**config.mk**
```make
export PLATFORM = sky130hd
export DESIGN_NAME = glpc_top
export DESIGN_NICKNAME = d
export VERILOG_FILES = /design/src/hdl/glpc_pkg.sv /design/src/hdl/glpc_top.sv /design/src/hdl/glpc_pulse.sv
export VERILOG_INCLUDE_DIRS = /design/src /design/src/hdl
export SDC_FILE = /design/constraint.sdc
export NUM_CORES = 1
export LEC_CHECK = 0
export BUFFER_PORTS_ARGS = -buffer_cell sky130_fd_sc_hd__buf_2
export CORE_ASPECT_RATIO = 0.5
export CORE_MARGIN = 4
export CORE_UTILIZATION = 55
export DETAILED_ROUTE_END_ITERATION = 7
export GPL_TIMING_DRIVEN = 0
export PLACE_DENSITY_LB_ADDON = 0.12
export RECOVER_POWER = 100
export SYNTH_ARGS = -nofsm -noshare
export SYNTH_HDL_FRONTEND = slang
export SYNTH_SLANG_ARGS = --single-unit
```
**constraint.sdc**
```tcl
create_clock -name clk_sys_i -period 2.3 [get_ports clk_sys_i]
set_input_delay 0.46 -clock clk_sys_i [delete_from_list [all_inputs] [get_ports clk_sys_i]]
set_output_delay 0.46 -clock clk_sys_i [all_outputs]
set_load 0.02 [all_outputs]
```
**src/hdl/glpc_params.svh**
```systemverilog
// glpc_params.svh: offsets, field positions, reset values and timing figures
// for the shared pin configuration block; definitions only
`ifndef GLPC_PARAMS_SVH
`define GLPC_PARAMS_SVH

// ************************************************************
// register map (byte addresses)
// ************************************************************
`define GLPC_OFS_IND_CFG 12'h1BC
`define GLPC_OFS_PIN_CFG 12'h1E0
`define GLPC_OFS_INT_STS 12'h1F0
`define GLPC_OFS_INT_MSK 12'h1F4
`define GLPC_OFS_PIN_IO 12'h1F8

// ************************************************************
// field positions
// ************************************************************
`define GLPC_IND_EN_LSB 0
`define GLPC_IND_FN_LSB 8
`define GLPC_EVT_OE_LSB 8
`define GLPC_POL_LSB 16
`define GLPC_CHSEL_LSB 24
`define GLPC_DRV_LSB 0
`define GLPC_DIR_LSB 8
`define GLPC_DOUT_LSB 16

// ************************************************************
// reset values and timing
// ************************************************************
`define GLPC_RST3 3'h0
`define GLPC_RST32 32'h0000_0000
`define GLPC_CLK_MHZ 100
`define GLPC_ACT_MS 80

`endif

```
**src/hdl/glpc_pkg.sv**
```systemverilog
// glpc_pkg.sv: types shared by the pin configuration block
// assumes glpc_params.svh holds all numeric constants
package glpc_pkg;
    typedef enum logic [1:0] {GLPC_IDLE, GLPC_ON, GLPC_OFF} glpc_pulse_e;
    typedef logic [2:0] glpc_pins_t;
endpackage : glpc_pkg

```
**src/hdl/glpc_top.sv**
```systemverilog
// glpc_top.sv: configuration and pin muxing for three shared pins
// (gpio, link indicator, time event output) behind an avalon-mm slave
// assumes link status, activity and event channels are synchronous to clk_sys_i
//
// What this block does
// - bits 10:8 of the indicator register pick which link indication enabled pins show.
// - the selected indication reaches a pin only while that pin's indicator enable is set.
// - bits 2:0 of the indicator register set each pin as gpio (0) or indicator (1).
// - indicator pins are open-drain style with their pull-up and input buffer off.
// - indicator polarity comes from the strap latched on the first clock after reset, high meaning active low.
// - function select and enable load the values on their strap inputs on the first clock after reset.
// - bits 26:24 of the pin register route event channel A (0) or B (1) per pin.
// - bits 18:16 of the pin register select low (0) or high (1) level per pin.
// - a pin's interrupt status sets while its input sits at the selected level, unless its indicator enable is set.
// - clock events are driven at the level given by the pin's polarity bit.
// - the polarity bit is also the active level of the timer clear input.
// - bits 10:8 of the pin register enable clock event output per pin.
// - an event-enabled gpio pin is an output whatever its direction, keeping its driver type.
// - activity shows as an 80 ms active pulse (functions 2-4) or an 80 ms gap in the link indication (0, 1), at least 80 ms apart.
//
// The Avalon-MM slave port was decided locally.
`timescale 1ns/10ps
`include "glpc_params.svh"
module glpc_top #(
    parameter int unsigned ACT_CYC = `GLPC_ACT_MS * 1000 * `GLPC_CLK_MHZ
) (
    // clock and reset
    input wire logic clk_sys_i,
    input wire logic reset_n_i,
    // avalon-mm slave
    input wire logic [11:0] avs_address_i,
    input wire logic avs_read_i,
    input wire logic avs_write_i,
    input wire logic [31:0] avs_writedata_i,
    input wire logic [3:0] avs_byteenable_i,
    output logic [31:0] avs_readdata_o,
    output logic avs_waitrequest_o,
    output logic irq_o,
    // straps
    input wire logic [2:0] indicator_function_strap_i,
    input wire logic [2:0] indicator_enable_strap_i,
    input wire logic [2:0] indicator_polarity_strap_i,
    // link status
    input wire logic link_up_i,
    input wire logic speed_100_i,
    input wire logic full_duplex_i,
    input wire logic activity_i,
    input wire logic collision_i,
    // time events
    input wire logic [2:0] event_chan_a_i,
    input wire logic [2:0] event_chan_b_i,
    output logic [2:0] timer_clear_o,
    // pins
    input wire logic [2:0] pin_i,
    output logic [2:0] pin_o,
    output logic [2:0] pin_oe_o,
    output logic [2:0] pin_pullup_en_o,
    output logic [2:0] pin_inbuf_en_o
);
    initial begin
        if (ACT_CYC < 1) $error("glpc_top: ACT_CYC must be at least one");
    end

    // ************************************************************
    // registers
    // ************************************************************
    logic [2:0] indicator_function_sel_r;
    logic [2:0] indicator_enable_r;
    logic [2:0] ind_pol_low_r;
    logic [2:0] event_channel_select_r;
    logic [2:0] pin_level_polarity_r;
    logic [2:0] event_oe_r;
    logic [2:0] pin_driver_type_r;
    logic [2:0] pin_dir_r;
    logic [2:0] pin_dout_r;
    logic [2:0] int_sts_r;
    logic [2:0] int_msk_r;
    logic strap_done_r;
    logic [31:0] rdata_nxt;
    logic acc_r;

    wire logic req = (avs_read_i | avs_write_i) & ~acc_r;
    wire logic wr = avs_write_i & ~acc_r;
    wire logic rd = avs_read_i & ~acc_r;
    wire logic be_lo = avs_byteenable_i[0];
    wire logic be_b1 = avs_byteenable_i[1];
    wire logic be_b2 = avs_byteenable_i[2];
    wire logic be_b3 = avs_byteenable_i[3];

    // one wait cycle per access: answered on the second edge
    always_ff @(posedge clk_sys_i or negedge reset_n_i) begin
        if (!reset_n_i) begin
            acc_r <= 1'b0;
            avs_waitrequest_o <= 1'b1;
        end else begin
            acc_r <= req;
            avs_waitrequest_o <= ~req;
        end
    end

    // straps caught by a clock after release, never through the async reset
    always_ff @(posedge clk_sys_i or negedge reset_n_i) begin
        if (!reset_n_i) begin
            strap_done_r <= 1'b0;
            ind_pol_low_r <= `GLPC_RST3;
            indicator_function_sel_r <= `GLPC_RST3;
            indicator_enable_r <= `GLPC_RST3;
        end else if (!strap_done_r) begin
            strap_done_r <= 1'b1;
            ind_pol_low_r <= indicator_polarity_strap_i;
            indicator_function_sel_r <= indicator_function_strap_i;
            indicator_enable_r <= indicator_enable_strap_i;
        end else if (wr && avs_address_i == `GLPC_OFS_IND_CFG) begin
            if (be_b1) begin
                indicator_function_sel_r <= avs_writedata_i[`GLPC_IND_FN_LSB +: 3];
            end
            if (be_lo) begin
                indicator_enable_r <= avs_writedata_i[`GLPC_IND_EN_LSB +: 3];
            end
        end
    end

    always_ff @(posedge clk_sys_i or negedge reset_n_i) begin
        if (!reset_n_i) begin
            event_channel_select_r <= `GLPC_RST3;
            pin_level_polarity_r <= `GLPC_RST3;
            event_oe_r <= `GLPC_RST3;
        end else if (wr && avs_address_i == `GLPC_OFS_PIN_CFG) begin
            if (be_b3) begin
                event_channel_select_r <= avs_writedata_i[`GLPC_CHSEL_LSB +: 3];
            end
            if (be_b2) begin
                pin_level_polarity_r <= avs_writedata_i[`GLPC_POL_LSB +: 3];
            end
            if (be_b1) begin
                event_oe_r <= avs_writedata_i[`GLPC_EVT_OE_LSB +: 3];
            end
        end
    end

    always_ff @(posedge clk_sys_i or negedge reset_n_i) begin
        if (!reset_n_i) begin
            pin_driver_type_r <= `GLPC_RST3;
            pin_dir_r <= `GLPC_RST3;
            pin_dout_r <= `GLPC_RST3;
            int_msk_r <= `GLPC_RST3;
        end else if (wr) begin
            if (avs_address_i == `GLPC_OFS_PIN_IO) begin
                if (be_lo) begin
                    pin_driver_type_r <= avs_writedata_i[`GLPC_DRV_LSB +: 3];
                end
                if (be_b1) begin
                    pin_dir_r <= avs_writedata_i[`GLPC_DIR_LSB +: 3];
                end
                if (be_b2) begin
                    pin_dout_r <= avs_writedata_i[`GLPC_DOUT_LSB +: 3];
                end
            end
            if (avs_address_i == `GLPC_OFS_INT_MSK && be_lo) begin
                int_msk_r <= avs_writedata_i[2:0];
            end
        end
    end

    // ************************************************************
    // read path
    // ************************************************************
    always_comb begin
        rdata_nxt = `GLPC_RST32;
        case (avs_address_i)
            `GLPC_OFS_IND_CFG: begin
                rdata_nxt[`GLPC_IND_FN_LSB +: 3] = indicator_function_sel_r;
                rdata_nxt[`GLPC_IND_EN_LSB +: 3] = indicator_enable_r;
            end
            `GLPC_OFS_PIN_CFG: begin
                rdata_nxt[`GLPC_CHSEL_LSB +: 3] = event_channel_select_r;
                rdata_nxt[`GLPC_POL_LSB +: 3] = pin_level_polarity_r;
                rdata_nxt[`GLPC_EVT_OE_LSB +: 3] = event_oe_r;
            end
            `GLPC_OFS_INT_STS: rdata_nxt[2:0] = int_sts_r;
            `GLPC_OFS_INT_MSK: rdata_nxt[2:0] = int_msk_r;
            `GLPC_OFS_PIN_IO: begin
                rdata_nxt[`GLPC_DRV_LSB +: 3] = pin_driver_type_r;
                rdata_nxt[`GLPC_DIR_LSB +: 3] = pin_dir_r;
                rdata_nxt[`GLPC_DOUT_LSB +: 3] = pin_dout_r;
            end
            default: rdata_nxt = `GLPC_RST32;
        endcase
    end

    always_ff @(posedge clk_sys_i or negedge reset_n_i) begin
        if (!reset_n_i) begin
            avs_readdata_o <= `GLPC_RST32;
        end else if (rd) begin
            avs_readdata_o <= rdata_nxt;
        end
    end

    // ************************************************************
    // interrupts
    // ************************************************************
    logic [2:0] lvl_hit;
    logic sts_rd;
    assign lvl_hit = ~(pin_i ^ pin_level_polarity_r) & ~indicator_enable_r;
    assign sts_rd = rd && avs_address_i == `GLPC_OFS_INT_STS;

    // a level present during the clearing read sets again: set wins
    always_ff @(posedge clk_sys_i or negedge reset_n_i) begin
        if (!reset_n_i) begin
            int_sts_r <= `GLPC_RST3;
            irq_o <= 1'b0;
        end else begin
            int_sts_r <= (sts_rd ? 3'h0 : int_sts_r) | lvl_hit;
            irq_o <= |(((sts_rd ? 3'h0 : int_sts_r) | lvl_hit) & int_msk_r);
        end
    end

    // ************************************************************
    // link indications
    // ************************************************************
    logic act_p;
    logic col_p;
    glpc_pulse #(.HOLD_CYC(ACT_CYC)) u_act (
        .clk_sys_i(clk_sys_i),
        .reset_n_i(reset_n_i),
        .event_i(activity_i & link_up_i),
        .pulse_o(act_p)
    );
    glpc_pulse #(.HOLD_CYC(ACT_CYC)) u_col (
        .clk_sys_i(clk_sys_i),
        .reset_n_i(reset_n_i),
        .event_i(collision_i & link_up_i & ~full_duplex_i),
        .pulse_o(col_p)
    );

    logic lk, l100, l10, lact, l100a, l10a, fdc, spd, actv;
    assign lk = link_up_i;
    assign l100 = lk & speed_100_i;
    assign l10 = lk & ~speed_100_i;
    assign actv = lk & act_p;
    assign lact = lk & ~act_p;
    assign l100a = l100 & ~act_p;
    assign l10a = l10 & ~act_p;
    assign fdc = lk & (full_duplex_i | col_p);
    assign spd = l100;

    logic [2:0] ind_act;
    always_comb begin
        case (indicator_function_sel_r)
            3'h0: ind_act = {lact, fdc, spd};
            3'h1: ind_act = {l100a, fdc, l10a};
            3'h2: ind_act = {actv, lk, spd};
            3'h3: ind_act = {actv, lk, fdc};
            3'h4: ind_act = {actv, l10, l100};
            default: ind_act = 3'h0;
        endcase
    end

    // ************************************************************
    // per pin output mux
    // ************************************************************
    genvar g;
    generate
        for (g = 0; g < 3; g++) begin : g_pin
            logic ev;
            logic val;
            logic oe;
            assign ev = event_channel_select_r[g] ? event_chan_b_i[g] : event_chan_a_i[g];
            always_comb begin
                if (indicator_enable_r[g]) begin
                    // open-drain style: drive only while active
                    val = ~ind_pol_low_r[g];
                    oe = ind_act[g];
                end else if (event_oe_r[g]) begin
                    val = ev ? pin_level_polarity_r[g] : ~pin_level_polarity_r[g];
                    oe = pin_driver_type_r[g] | ~val;
                end else begin
                    val = pin_dout_r[g];
                    oe = pin_dir_r[g] & (pin_driver_type_r[g] | ~val);
                end
            end
            always_ff @(posedge clk_sys_i or negedge reset_n_i) begin
                if (!reset_n_i) begin
                    pin_o[g] <= 1'b0;
                    pin_oe_o[g] <= 1'b0;
                    pin_pullup_en_o[g] <= 1'b1;
                    pin_inbuf_en_o[g] <= 1'b1;
                    timer_clear_o[g] <= 1'b0;
                end else begin
                    pin_o[g] <= val;
                    pin_oe_o[g] <= oe;
                    pin_pullup_en_o[g] <= ~indicator_enable_r[g];
                    pin_inbuf_en_o[g] <= ~indicator_enable_r[g];
                    timer_clear_o[g] <= ~indicator_enable_r[g]
                        & (pin_i[g] == pin_level_polarity_r[g]);
                end
            end
        end
    endgenerate

    // ************************************************************
    // checks
    // ************************************************************
    property p_ind_pullup;
        @(posedge clk_sys_i) disable iff (!reset_n_i)
        indicator_enable_r[0] |=> !pin_pullup_en_o[0] && !pin_inbuf_en_o[0];
    endproperty
    a_ind_pullup: assert property (p_ind_pullup) else $error("pull-up on indicator pin");

    property p_int_set;
        @(posedge clk_sys_i) disable iff (!reset_n_i)
        (!indicator_enable_r[1] && pin_i[1] == pin_level_polarity_r[1]) |=> int_sts_r[1];
    endproperty
    a_int_set: assert property (p_int_set) else $error("status not set");

    property p_evt_out;
        @(posedge clk_sys_i) disable iff (!reset_n_i)
        (!indicator_enable_r[2] && event_oe_r[2] && pin_driver_type_r[2])
            |=> pin_oe_o[2];
    endproperty
    a_evt_out: assert property (p_evt_out) else $error("event pin not output");

    property p_evt_lvl;
        @(posedge clk_sys_i) disable iff (!reset_n_i)
        (!indicator_enable_r[0] && event_oe_r[0] && !event_channel_select_r[0]
            && event_chan_a_i[0]) |=> pin_o[0] == $past(pin_level_polarity_r[0]);
    endproperty
    a_evt_lvl: assert property (p_evt_lvl) else $error("event level wrong");

    property p_wait;
        @(posedge clk_sys_i) disable iff (!reset_n_i)
        (avs_read_i && avs_waitrequest_o) |=> !avs_waitrequest_o;
    endproperty
    a_wait: assert property (p_wait) else $error("no answer");

    property p_rsvd;
        @(posedge clk_sys_i) disable iff (!reset_n_i)
        !avs_waitrequest_o |-> avs_readdata_o[31:27] == 5'h0 && avs_readdata_o[7:3] == 5'h0;
    endproperty
    a_rsvd: assert property (p_rsvd) else $error("reserved bits set");

    property p_strap;
        @(posedge clk_sys_i) disable iff (!reset_n_i)
        $rose(strap_done_r) |-> indicator_enable_r == $past(indicator_enable_strap_i);
    endproperty
    a_strap: assert property (p_strap) else $error("strap not loaded");

    property p_pol_fixed;
        @(posedge clk_sys_i) disable iff (!reset_n_i)
        strap_done_r |=> $stable(ind_pol_low_r);
    endproperty
    a_pol_fixed: assert property (p_pol_fixed) else $error("indicator polarity moved");
endmodule : glpc_top

```
**src/hdl/glpc_pulse.sv**
```systemverilog
// glpc_pulse.sv: stretches an activity event into an on window followed by
// an off window of at least the same length
// assumes one clock domain and an event input synchronous to it
`timescale 1ns/10ps
`include "glpc_params.svh"
module glpc_pulse #(
    parameter int unsigned HOLD_CYC = `GLPC_ACT_MS * 1000 * `GLPC_CLK_MHZ
) (
    // clock and reset
    input wire logic clk_sys_i,
    input wire logic reset_n_i,
    // event in, stretched level out
    input wire logic event_i,
    output logic pulse_o
);
    initial begin
        if (HOLD_CYC < 1) $error("glpc_pulse: HOLD_CYC must be at least one");
    end

    glpc_pkg::glpc_pulse_e state_r;
    logic [31:0] cnt_r;

    // off window enforces the gap so back to back activity stays visible
    always_ff @(posedge clk_sys_i or negedge reset_n_i) begin
        if (!reset_n_i) begin
            state_r <= glpc_pkg::GLPC_IDLE;
            cnt_r <= 32'h0;
        end else begin
            case (state_r)
                glpc_pkg::GLPC_IDLE: begin
                    if (event_i) begin
                        state_r <= glpc_pkg::GLPC_ON;
                        cnt_r <= 32'h0;
                    end
                end
                glpc_pkg::GLPC_ON: begin
                    if (cnt_r == HOLD_CYC - 1) begin
                        state_r <= glpc_pkg::GLPC_OFF;
                        cnt_r <= 32'h0;
                    end else begin
                        cnt_r <= cnt_r + 32'h1;
                    end
                end
                glpc_pkg::GLPC_OFF: begin
                    if (cnt_r == HOLD_CYC - 1) begin
                        state_r <= glpc_pkg::GLPC_IDLE;
                        cnt_r <= 32'h0;
                    end else begin
                        cnt_r <= cnt_r + 32'h1;
                    end
                end
                default: begin
                    state_r <= glpc_pkg::GLPC_IDLE;
                end
            endcase
        end
    end

    always_ff @(posedge clk_sys_i or negedge reset_n_i) begin
        if (!reset_n_i) begin
            pulse_o <= 1'b0;
        end else begin
            pulse_o <= (state_r == glpc_pkg::GLPC_ON);
        end
    end
endmodule : glpc_pulse

```
==> results of run 1 <==
==> cells by family (layout without fill, tap and decap cells) <==
group                      count (synthesis)  in the layout  share of synthesized area, %
adders and majority gates                 10             10                         1.809
DFF                                      131            131                         47.48
xor gates and xnor gates                  50             50                         6.333
buffers and inverters                     63            186                         4.994
AOI/OAI and AO/OA                         97             97                         10.06
other                                      2             21                        0.1086
muxes                                     45             45                         7.038
and+or+nand+nor                          292            292                         22.18
==> layout make-up <==
class,instances,area share (%)
sequential,131,39.11
inverter,15,0.6706
clock inverter,14,1.684
clock buffer,18,5.231
tap,165,2.459
multi-input combinational,515,41.73
timing repair buffer,92,5.618
buffer,47,3.502
==> through the flow <==
stage | power (mW) | hold slack, ns | setup TNS, ns
after global placement | 3.411 | 0.4248 | -130.61
after global routing | 6.380 | 0.2801 | -0.06846
after floorplan | 3.122 | 0.1644 | 0
after detailed placement | 3.435 | 0.3792 | -6.033
after CTS | 6.120 | 0.2669 | 0
final | 6.116 | 0.2755 | 0
==> registers in the layout, indices dropped and copies added, names as in the netlist, 2 cells and up <==
register and cells:
indicator_function_sel_r 3, pin_dir_r 3, event_oe_r 3, u_act.cnt_r 32, timer_clear_o 3, int_sts_r 3
u_col.cnt_r 32, pin_driver_type_r 3, pin_level_polarity_r 3, pin_dout_r 3, ind_pol_low_r 3, pin_oe_o 3
u_col.state_r 2, pin_inbuf_en_o 3, avs_readdata_o 12, event_channel_select_r 3, u_act.state_r 2, pin_o 3
int_msk_r 3, indicator_enable_r 3
==> power by group <==
group / switching, mW / internal (mW) / total [mW] / leakage [nW]
combinational: 0.599 / 0.360 / 0.959 / 1.75
sequential: 0.0956 / 2.41 / 2.51 / 1.72
clock: 1.10 / 1.55 / 2.65 / 0.273
total: 1.80 / 4.32 / 6.12 / 3.75
==> worst max-delay path: stages (launching register included) <==
cell and delay [ns]:
dfrtp_1 0.40, ha_2 0.21, inv_1 0.08, or4_4 0.55, or2_4 0.26, or4_4 0.48, a21oi_2 0.14
==> placed cells by master (no fill, tap or decap), types with 7 or more instances in the layout <==
cell / n
dfrtp_1: 127
nor2_1: 75
buf_2: 58
nand2_1: 52
clkbuf_1: 41
buf_4: 34
nand3_1: 30
xor2_1: 29
mux2_2: 29
nand4_1: 28
xnor2_1: 21
conb_1: 21
o21ai_0: 19
clkbuf_16: 17
mux2i_1: 16
nor3_1: 16
inv_1: 15
nor4_1: 15
a21oi_1: 14
and3_1: 10
and4_1: 9
a21o_1: 8
a31oi_1: 8
ha_1: 7
==> metal layers <==
layer  vias up  GRT usage (%)  part of all wire (%)  wire [um]
met1      2761          30.70                    46       7547
met3        28          5.440                   5.7        945
met5         -              0                     0          0
met2       175          39.23                    47       7806
li1       2730              -                     -          -
met4         0          6.385                   1.4        231
==> worst max-delay path by stage <==
stage / from / end / slack, ns / cells past startpoint
2_1_floorplan: avs_address_i[1] / pin_dir_r[0]$_DFFE_PN0P_ / 0.15 / 6
3_3_place_gp: reset_n_i / u_act.cnt_r[0]$_DFFE_PN0P_ / -1.0 / 1
3_5_place_dp: avs_address_i[11] / event_channel_select_r[0]$_DFFE_PN0P_ / -0.28 / 7
4_1_cts: u_act.state_r[0]$_DFFE_PN0P_ / u_act.cnt_r[22]$_DFFE_PN0P_ / 0.01 / 7
5_1_grt: u_act.cnt_r[0]$_DFFE_PN0P_ / u_act.cnt_r[23]$_DFFE_PN0P_ / -0.02 / 7
6_report: u_col.cnt_r[0]$_DFFE_PN0P_ / u_col.cnt_r[26]$_DFFE_PN0P_ / 0.09 / 6
==> repair_timing <==
item                                   CTS  global route
setup endpoints to repair               49            62
endpoints found under the hold margin   34             0
pin swaps                                1             7
resized for setup                        8            26
setup buffers                            2             6
gates cloned                             0             0
hold buffers                             1             0
==> run metrics, run 1 <==
status complete, no violations; CTS buffer count 17; first-pass GRT wire length 27500 um; Layout Cells excl Fill 997; area added between synthesis and finish 21.40%; CORE AREA 12050 um2; final setup margin 0.09317 ns; DIE WIDTH 166.6 um; drc violations 0; register clock-pin slew on the reported worst setup and hold paths 0.06 ns; fmax 453.1 MHz; initial antenna violation count 0; Relative slew margins 37.52%; largest net degree at the start of global routing 96; reg2reg path depth 6; GRT Overall Usage 23.24%; Synth Area per Inst 10.02 um2; Initial Util 57.38%; Vias/cell 5.711; Seq/Total Area, Yosys 47.48%; Final Core Density 69.66%; start point of the worst hold path avs_writedata_i[25]; routed wire length 16530 um; Fillers 933; vias in the first global route 5669; CP Capture Type register; Post-synth EDFFs 0; die area 14540 um2; Synth async-reset ratio 100.0%; H-tree lvl count 4; multi-input combinational cell area 3503 um2; Top-Level Pins 124; CTS Sinks 131; type of origin of the critical path register; maxcap violations 0; grt ovf 0; number of cells produced by synthesis 690; cell area after layout 8396 um2; Die Ht 87.29 um; Tmin final 2.207 ns; worst min path class input pin to register; DRT iter0 DRCs 303; first drt pass iteration count 5; Placement Setup Slack -0.2751 ns; CTS Root Cell clkbuf_16; FF+latch count, synth 131; Final setup viols 0; row cnt 28; clock skew 0.01152 ns; GP Congestion 0.8684; reg2reg start u_col.cnt_r[0]$_DFFE_PN0P_; Post-Synthesis Cell Area 6915 um2; Worst Path Max Fanout 4; synth warn 0; actual slew at the worst max-slew pin 0.9371 ns; share of layout cells above drive strength 1 23.44%; top post-synthesis cells by count dfrtp_1, nor2_1, nand2_1, nand3_1; Cell variety after synth 66; Storage cell area 3283 um2; post-DR wirelength/cell 16.58 um; hpwl dp 11520 um; final layout net count 904; critical path arrival 2.54 ns; dominant cell by count in the synthesized netlist dfrtp_1; PwrDens 728.5 nW/um2; top-area cell type share of the netlist area 45.96%; cell taking the most area after synthesis dfrtp_1; vias 5694; DP Area 7637 um2; antenna cells 0; worst-case vdd ir drop 462.2 uV; ys flop type dfrtp_1; Hold EP event_channel_select_r[1]$_DFFE_PN0P_; kind of critical path register to register; clk_lat worst skew 0.42 ns; clk buf depth 2; Fin. Hold Viols 0; FF-to-FF setup slack 0.09 ns; Req. time, crit path 2.64 ns; Synth area leaders dfrtp_1, mux2_2, nor2_1; antenna-violating nets left 0; Port Buffer Count 82; Cells after DPL 957; reg-to-reg endpoint u_col.cnt_r[26]$_DFFE_PN0P_; fin crit share 95.95%; final slew viol count 0; Leak 3.746 nW; hold path depth 2; CTS tree done
Power figures use the tool's default switching activity.
==> run 2: changes to the inputs <==
--- a/config.mk
+++ b/config.mk
@@ -6,9 +6,9 @@
 export SDC_FILE = /design/constraint.sdc
 export NUM_CORES = 1
 export LEC_CHECK = 0
+export ABC_AREA = 1
 export BUFFER_PORTS_ARGS = -buffer_cell sky130_fd_sc_hd__buf_2
 export CORE_ASPECT_RATIO = 0.5
-export CORE_MARGIN = 4
 export CORE_UTILIZATION = 55
 export DETAILED_ROUTE_END_ITERATION = 7
 export GPL_TIMING_DRIVEN = 0
==> run 2 against run 1 <==
  * Global-route usage rose by 5.2 points
  * Final area increased by 6.9%
  * Power increased by 20%
  * Clock skew down 0.0036 ns
  * Non-clock buffer count fell by 14
  * Clock-buffer cell count down 1
  * Flip-flop and latch count is the same
  * Sequential share of layout area is 2.5 points lower
  * Core utilization decreased by 3.8 points
  * Via count rose by 29%
  * Fmax up 4.3%
  * Largest cell class unchanged
==> run metrics, run 2 <==
largest net degree at the start of global routing 90 (-6.3%); first-pass GRT wire length 32310 um (+17%); CTS Root Cell clkbuf_16; clk buf depth 2 (unchanged); crit-path cells inv_1 -> ha_1 -> buf_4 -> inv_1 -> or2_1 -> nand2_4 -> inv_1 -> nor2_4 -> nand3_1 -> nor2_1 -> nor2_1; die area 14510 um2 (-0.19%); dominant cell by count in the synthesized netlist nand2_1; status complete, no violations; Fin. Hold Viols 0 (unchanged); number of cells produced by synthesis 1084 (+57%); Worst Path Buf+Inv 4 (+3); Post-CTS Setup Bufs 0 (-2); Post-synth EDFFs 0 (unchanged); Cells after DPL 1379 (+44%); reg2reg start u_col.state_r[0]$_DFFE_PN0P_; synth warn 0 (unchanged); CP Capture Type register; Synth area leaders dfrtp_1, nand2_1, nor2_1; FF+latch count, synth 131 (unchanged); cell taking the most area after synthesis dfrtp_1; vias in the first global route 7010 (+24%); worst-case vdd ir drop 556.1 uV (+20%); worst min path class input pin to register; area added between synthesis and finish 16.50%; most common cell after layout, fill and taps aside nand2_1; CP max-delay cell dfrtp_1; actual slew at the worst max-slew pin 1.176 ns (+0.2387 ns); Die Ht 85.69 um (-1.8%); Layout Cells excl Fill 1412 (+42%); CORE AREA 13630 um2 (+13%); reg-to-reg endpoint u_col.cnt_r[20]$_DFFE_PN0P_; final layout net count 1292 (+43%); biggest regs u_act.cnt_r x32, u_col.cnt_r x32, avs_readdata_o x12; reg2reg path depth 11 (+5); top post-synthesis cells by count nand2_1, nor2_1, dfrtp_1, inv_1, nand3_1; maxcap violations 0 (unchanged); hold path depth 2 (unchanged); antenna-violating nets left 0 (unchanged); first drt pass iteration count 5 (unchanged); Synth async-reset ratio 100.0% (unchanged); Tmin final 2.116 ns (-0.09073 ns); routed wire length 19500 um (+18%); Min Hold Slack 0.2669 ns (-0.008630 ns); antenna cells 0 (unchanged); Storage cell area 3283 um2 (unchanged); top-area cell type share of the netlist area 41.25% (-4.7 points); CTS Sinks 131 (unchanged); Worst path top cell family by delay simple AND/OR/NAND/NOR gates; Req. time, crit path 2.61 ns (-0.03 ns); kind of critical path register to register; Initial Util 56.54% (-0.84 points); DRT iter0 DRCs 572 (+89%); Fillers 1243 (+33%); initial antenna violation count 0 (unchanged); Port Buffer Count 83 (+1.2%); PwrDens 820.4 nW/um2 (+13%); H-tree lvl count 4 (unchanged); clock skew 0.007912 ns (-0.003610 ns); Vias/cell 5.191 (-9.1%); grt ovf 0 (unchanged); Seq/Total Area, Yosys 42.62% (-4.9 points); start point of the worst hold path indicator_polarity_strap_i[2]; GP Congestion 0.9481 (+9.2%); ys flop type dfrtp_1; clk_lat worst skew 0.42 ns (about the same); final slew viol count 0 (unchanged); Worst Path Max Fanout 10 (+6); register clock-pin slew on the reported worst setup and hold paths 0.06 ns (about the same); Final Power 7.363 mW (+20%); Cell variety after synth 44 (-33%); multi-input combinational cell area 3745 um2 (+6.9%); drc violations 0 (unchanged); Synth Area per Inst 7.107 um2 (-29%); critical path arrival 2.42 ns (-0.12 ns); Hold EP ind_pol_low_r[2]$_DFFE_PN0N_; GRT Overall Usage 28.47% (+5.2 points); post-DR wirelength/cell 13.81 um (-17%); RSZ-0062 raised after global routing no; vias 7329 (+29%); share of layout cells above drive strength 1 11.56% (-12 points); type of origin of the critical path register; DIE WIDTH 169.4 um (+1.7%); Top-Level Pins 124 (unchanged); row cnt 30 (+7.1%); CTS tree done; Final setup viols 0 (unchanged); critical path's largest stage delay 0.38 ns (-0.17 ns); CTS buffer count 17 (unchanged); Post-Synthesis Cell Area 7704 um2 (+11%); commonest cells after routing, fill and taps aside nand2_1, nor2_1, dfrtp_1; fin crit share 92.00% (-3.9 points); Leak 4.260 nW (+14%); fmax 472.6 MHz (+4.3%); FF-to-FF setup slack 0.18 ns (+0.09 ns); hpwl dp 14580 um (+27%); Relative slew margins 21.61% (-16 points); setup TNS 0 ns (unchanged); most frequent cell on the critical path inv_1
## run 2: where the power goes
part / internal (mW) / switching, mW
Combinational: 0.547 / 1.38
Clock: 1.71 / 1.09
Sequential: 2.48 / 0.151
Total: 4.74 / 2.62
## run 2: kinds of logic (layout without fill, tap and decap cells)
| group | Yosys count | in the layout | synth area share, % |
|---|---|---|---|
| mux | 6 | 6 | 0.8283 |
| flops | 131 | 131 | 42.62 |
| other cells | 2 | 21 | 0.09749 |
| compound gates | 90 | 90 | 6.416 |
| xor+xnor | 28 | 28 | 3.183 |
| fa+ha+maj | 10 | 10 | 1.624 |
| buf+inv | 153 | 270 | 9.112 |
| simple gates | 664 | 664 | 36.12 |
## run 2: area by class of cell
cell class / count / area share (%)
inverters: 113 / 4.782
plain buffers: 40 / 2.872
clock buffers: 17 / 4.740
clock inverters: 15 / 2.008
well taps: 192 / 2.677
flip-flops and latches: 131 / 36.58
repair buffers: 85 / 4.615
multi-input cells: 819 / 41.73
## run 2: per-stage QoR
| stage | cell area [um2] | utilization [%] | worst slack [ns] |
|---|---|---|---|
| finish | 8975 | 65.87 | 0.1839 |
| global route | 8975 | 65.87 | 0.05574 |
| CTS | 9080 | 66.64 | 0.2943 |
| detailed placement | 8464 | 62.12 | 0.3222 |
| global placement | 8431 | 61.87 | -1.007 |
| floorplan | 7775 | - | 0.5787 |
## run 2: routing by layer
metal / global-route usage (%) / share of wire [%]
met1: 33.48 / 42
met2: 52.15 / 50
met3: 5.030 / 5.0
met4: 11.55 / 2.9
met5: 0 / 0
## run 2: how the worst max path moves through the flow
| stage | startpoint | end | slack [ns] | cells after the start |
|---|---|---|---|---|
| 5_1_grt | u_act.cnt_r[0]$_DFFE_PN0P_ | u_act.cnt_r[18]$_DFFE_PN0P_ | 0.06 | 9 |
| 3_5_place_dp | u_col.state_r[0]$_DFFE_PN0P_ | u_col.cnt_r[20]$_DFFE_PN0P_ | 0.32 | 11 |
| 3_3_place_gp | reset_n_i | u_act.cnt_r[22]$_DFFE_PN0P_ | -1.01 | 1 |
| 6_report | u_col.state_r[0]$_DFFE_PN0P_ | u_col.cnt_r[20]$_DFFE_PN0P_ | 0.18 | 11 |
| 2_1_floorplan | u_col.state_r[0]$_DFFE_PN0P_ | u_col.cnt_r[9]$_DFFE_PN0P_ | 0.58 | 10 |
| 4_1_cts | u_col.state_r[0]$_DFFE_PN0P_ | u_col.cnt_r[20]$_DFFE_PN0P_ | 0.29 | 11 |
## run 2: what timing repair did
| item | 4_1_cts | 5_1_grt |
|---|---|---|
| hold buffers | 1 | 0 |
| hold endpoints to repair | 40 | 0 |
| gates resized for setup | 0 | 0 |
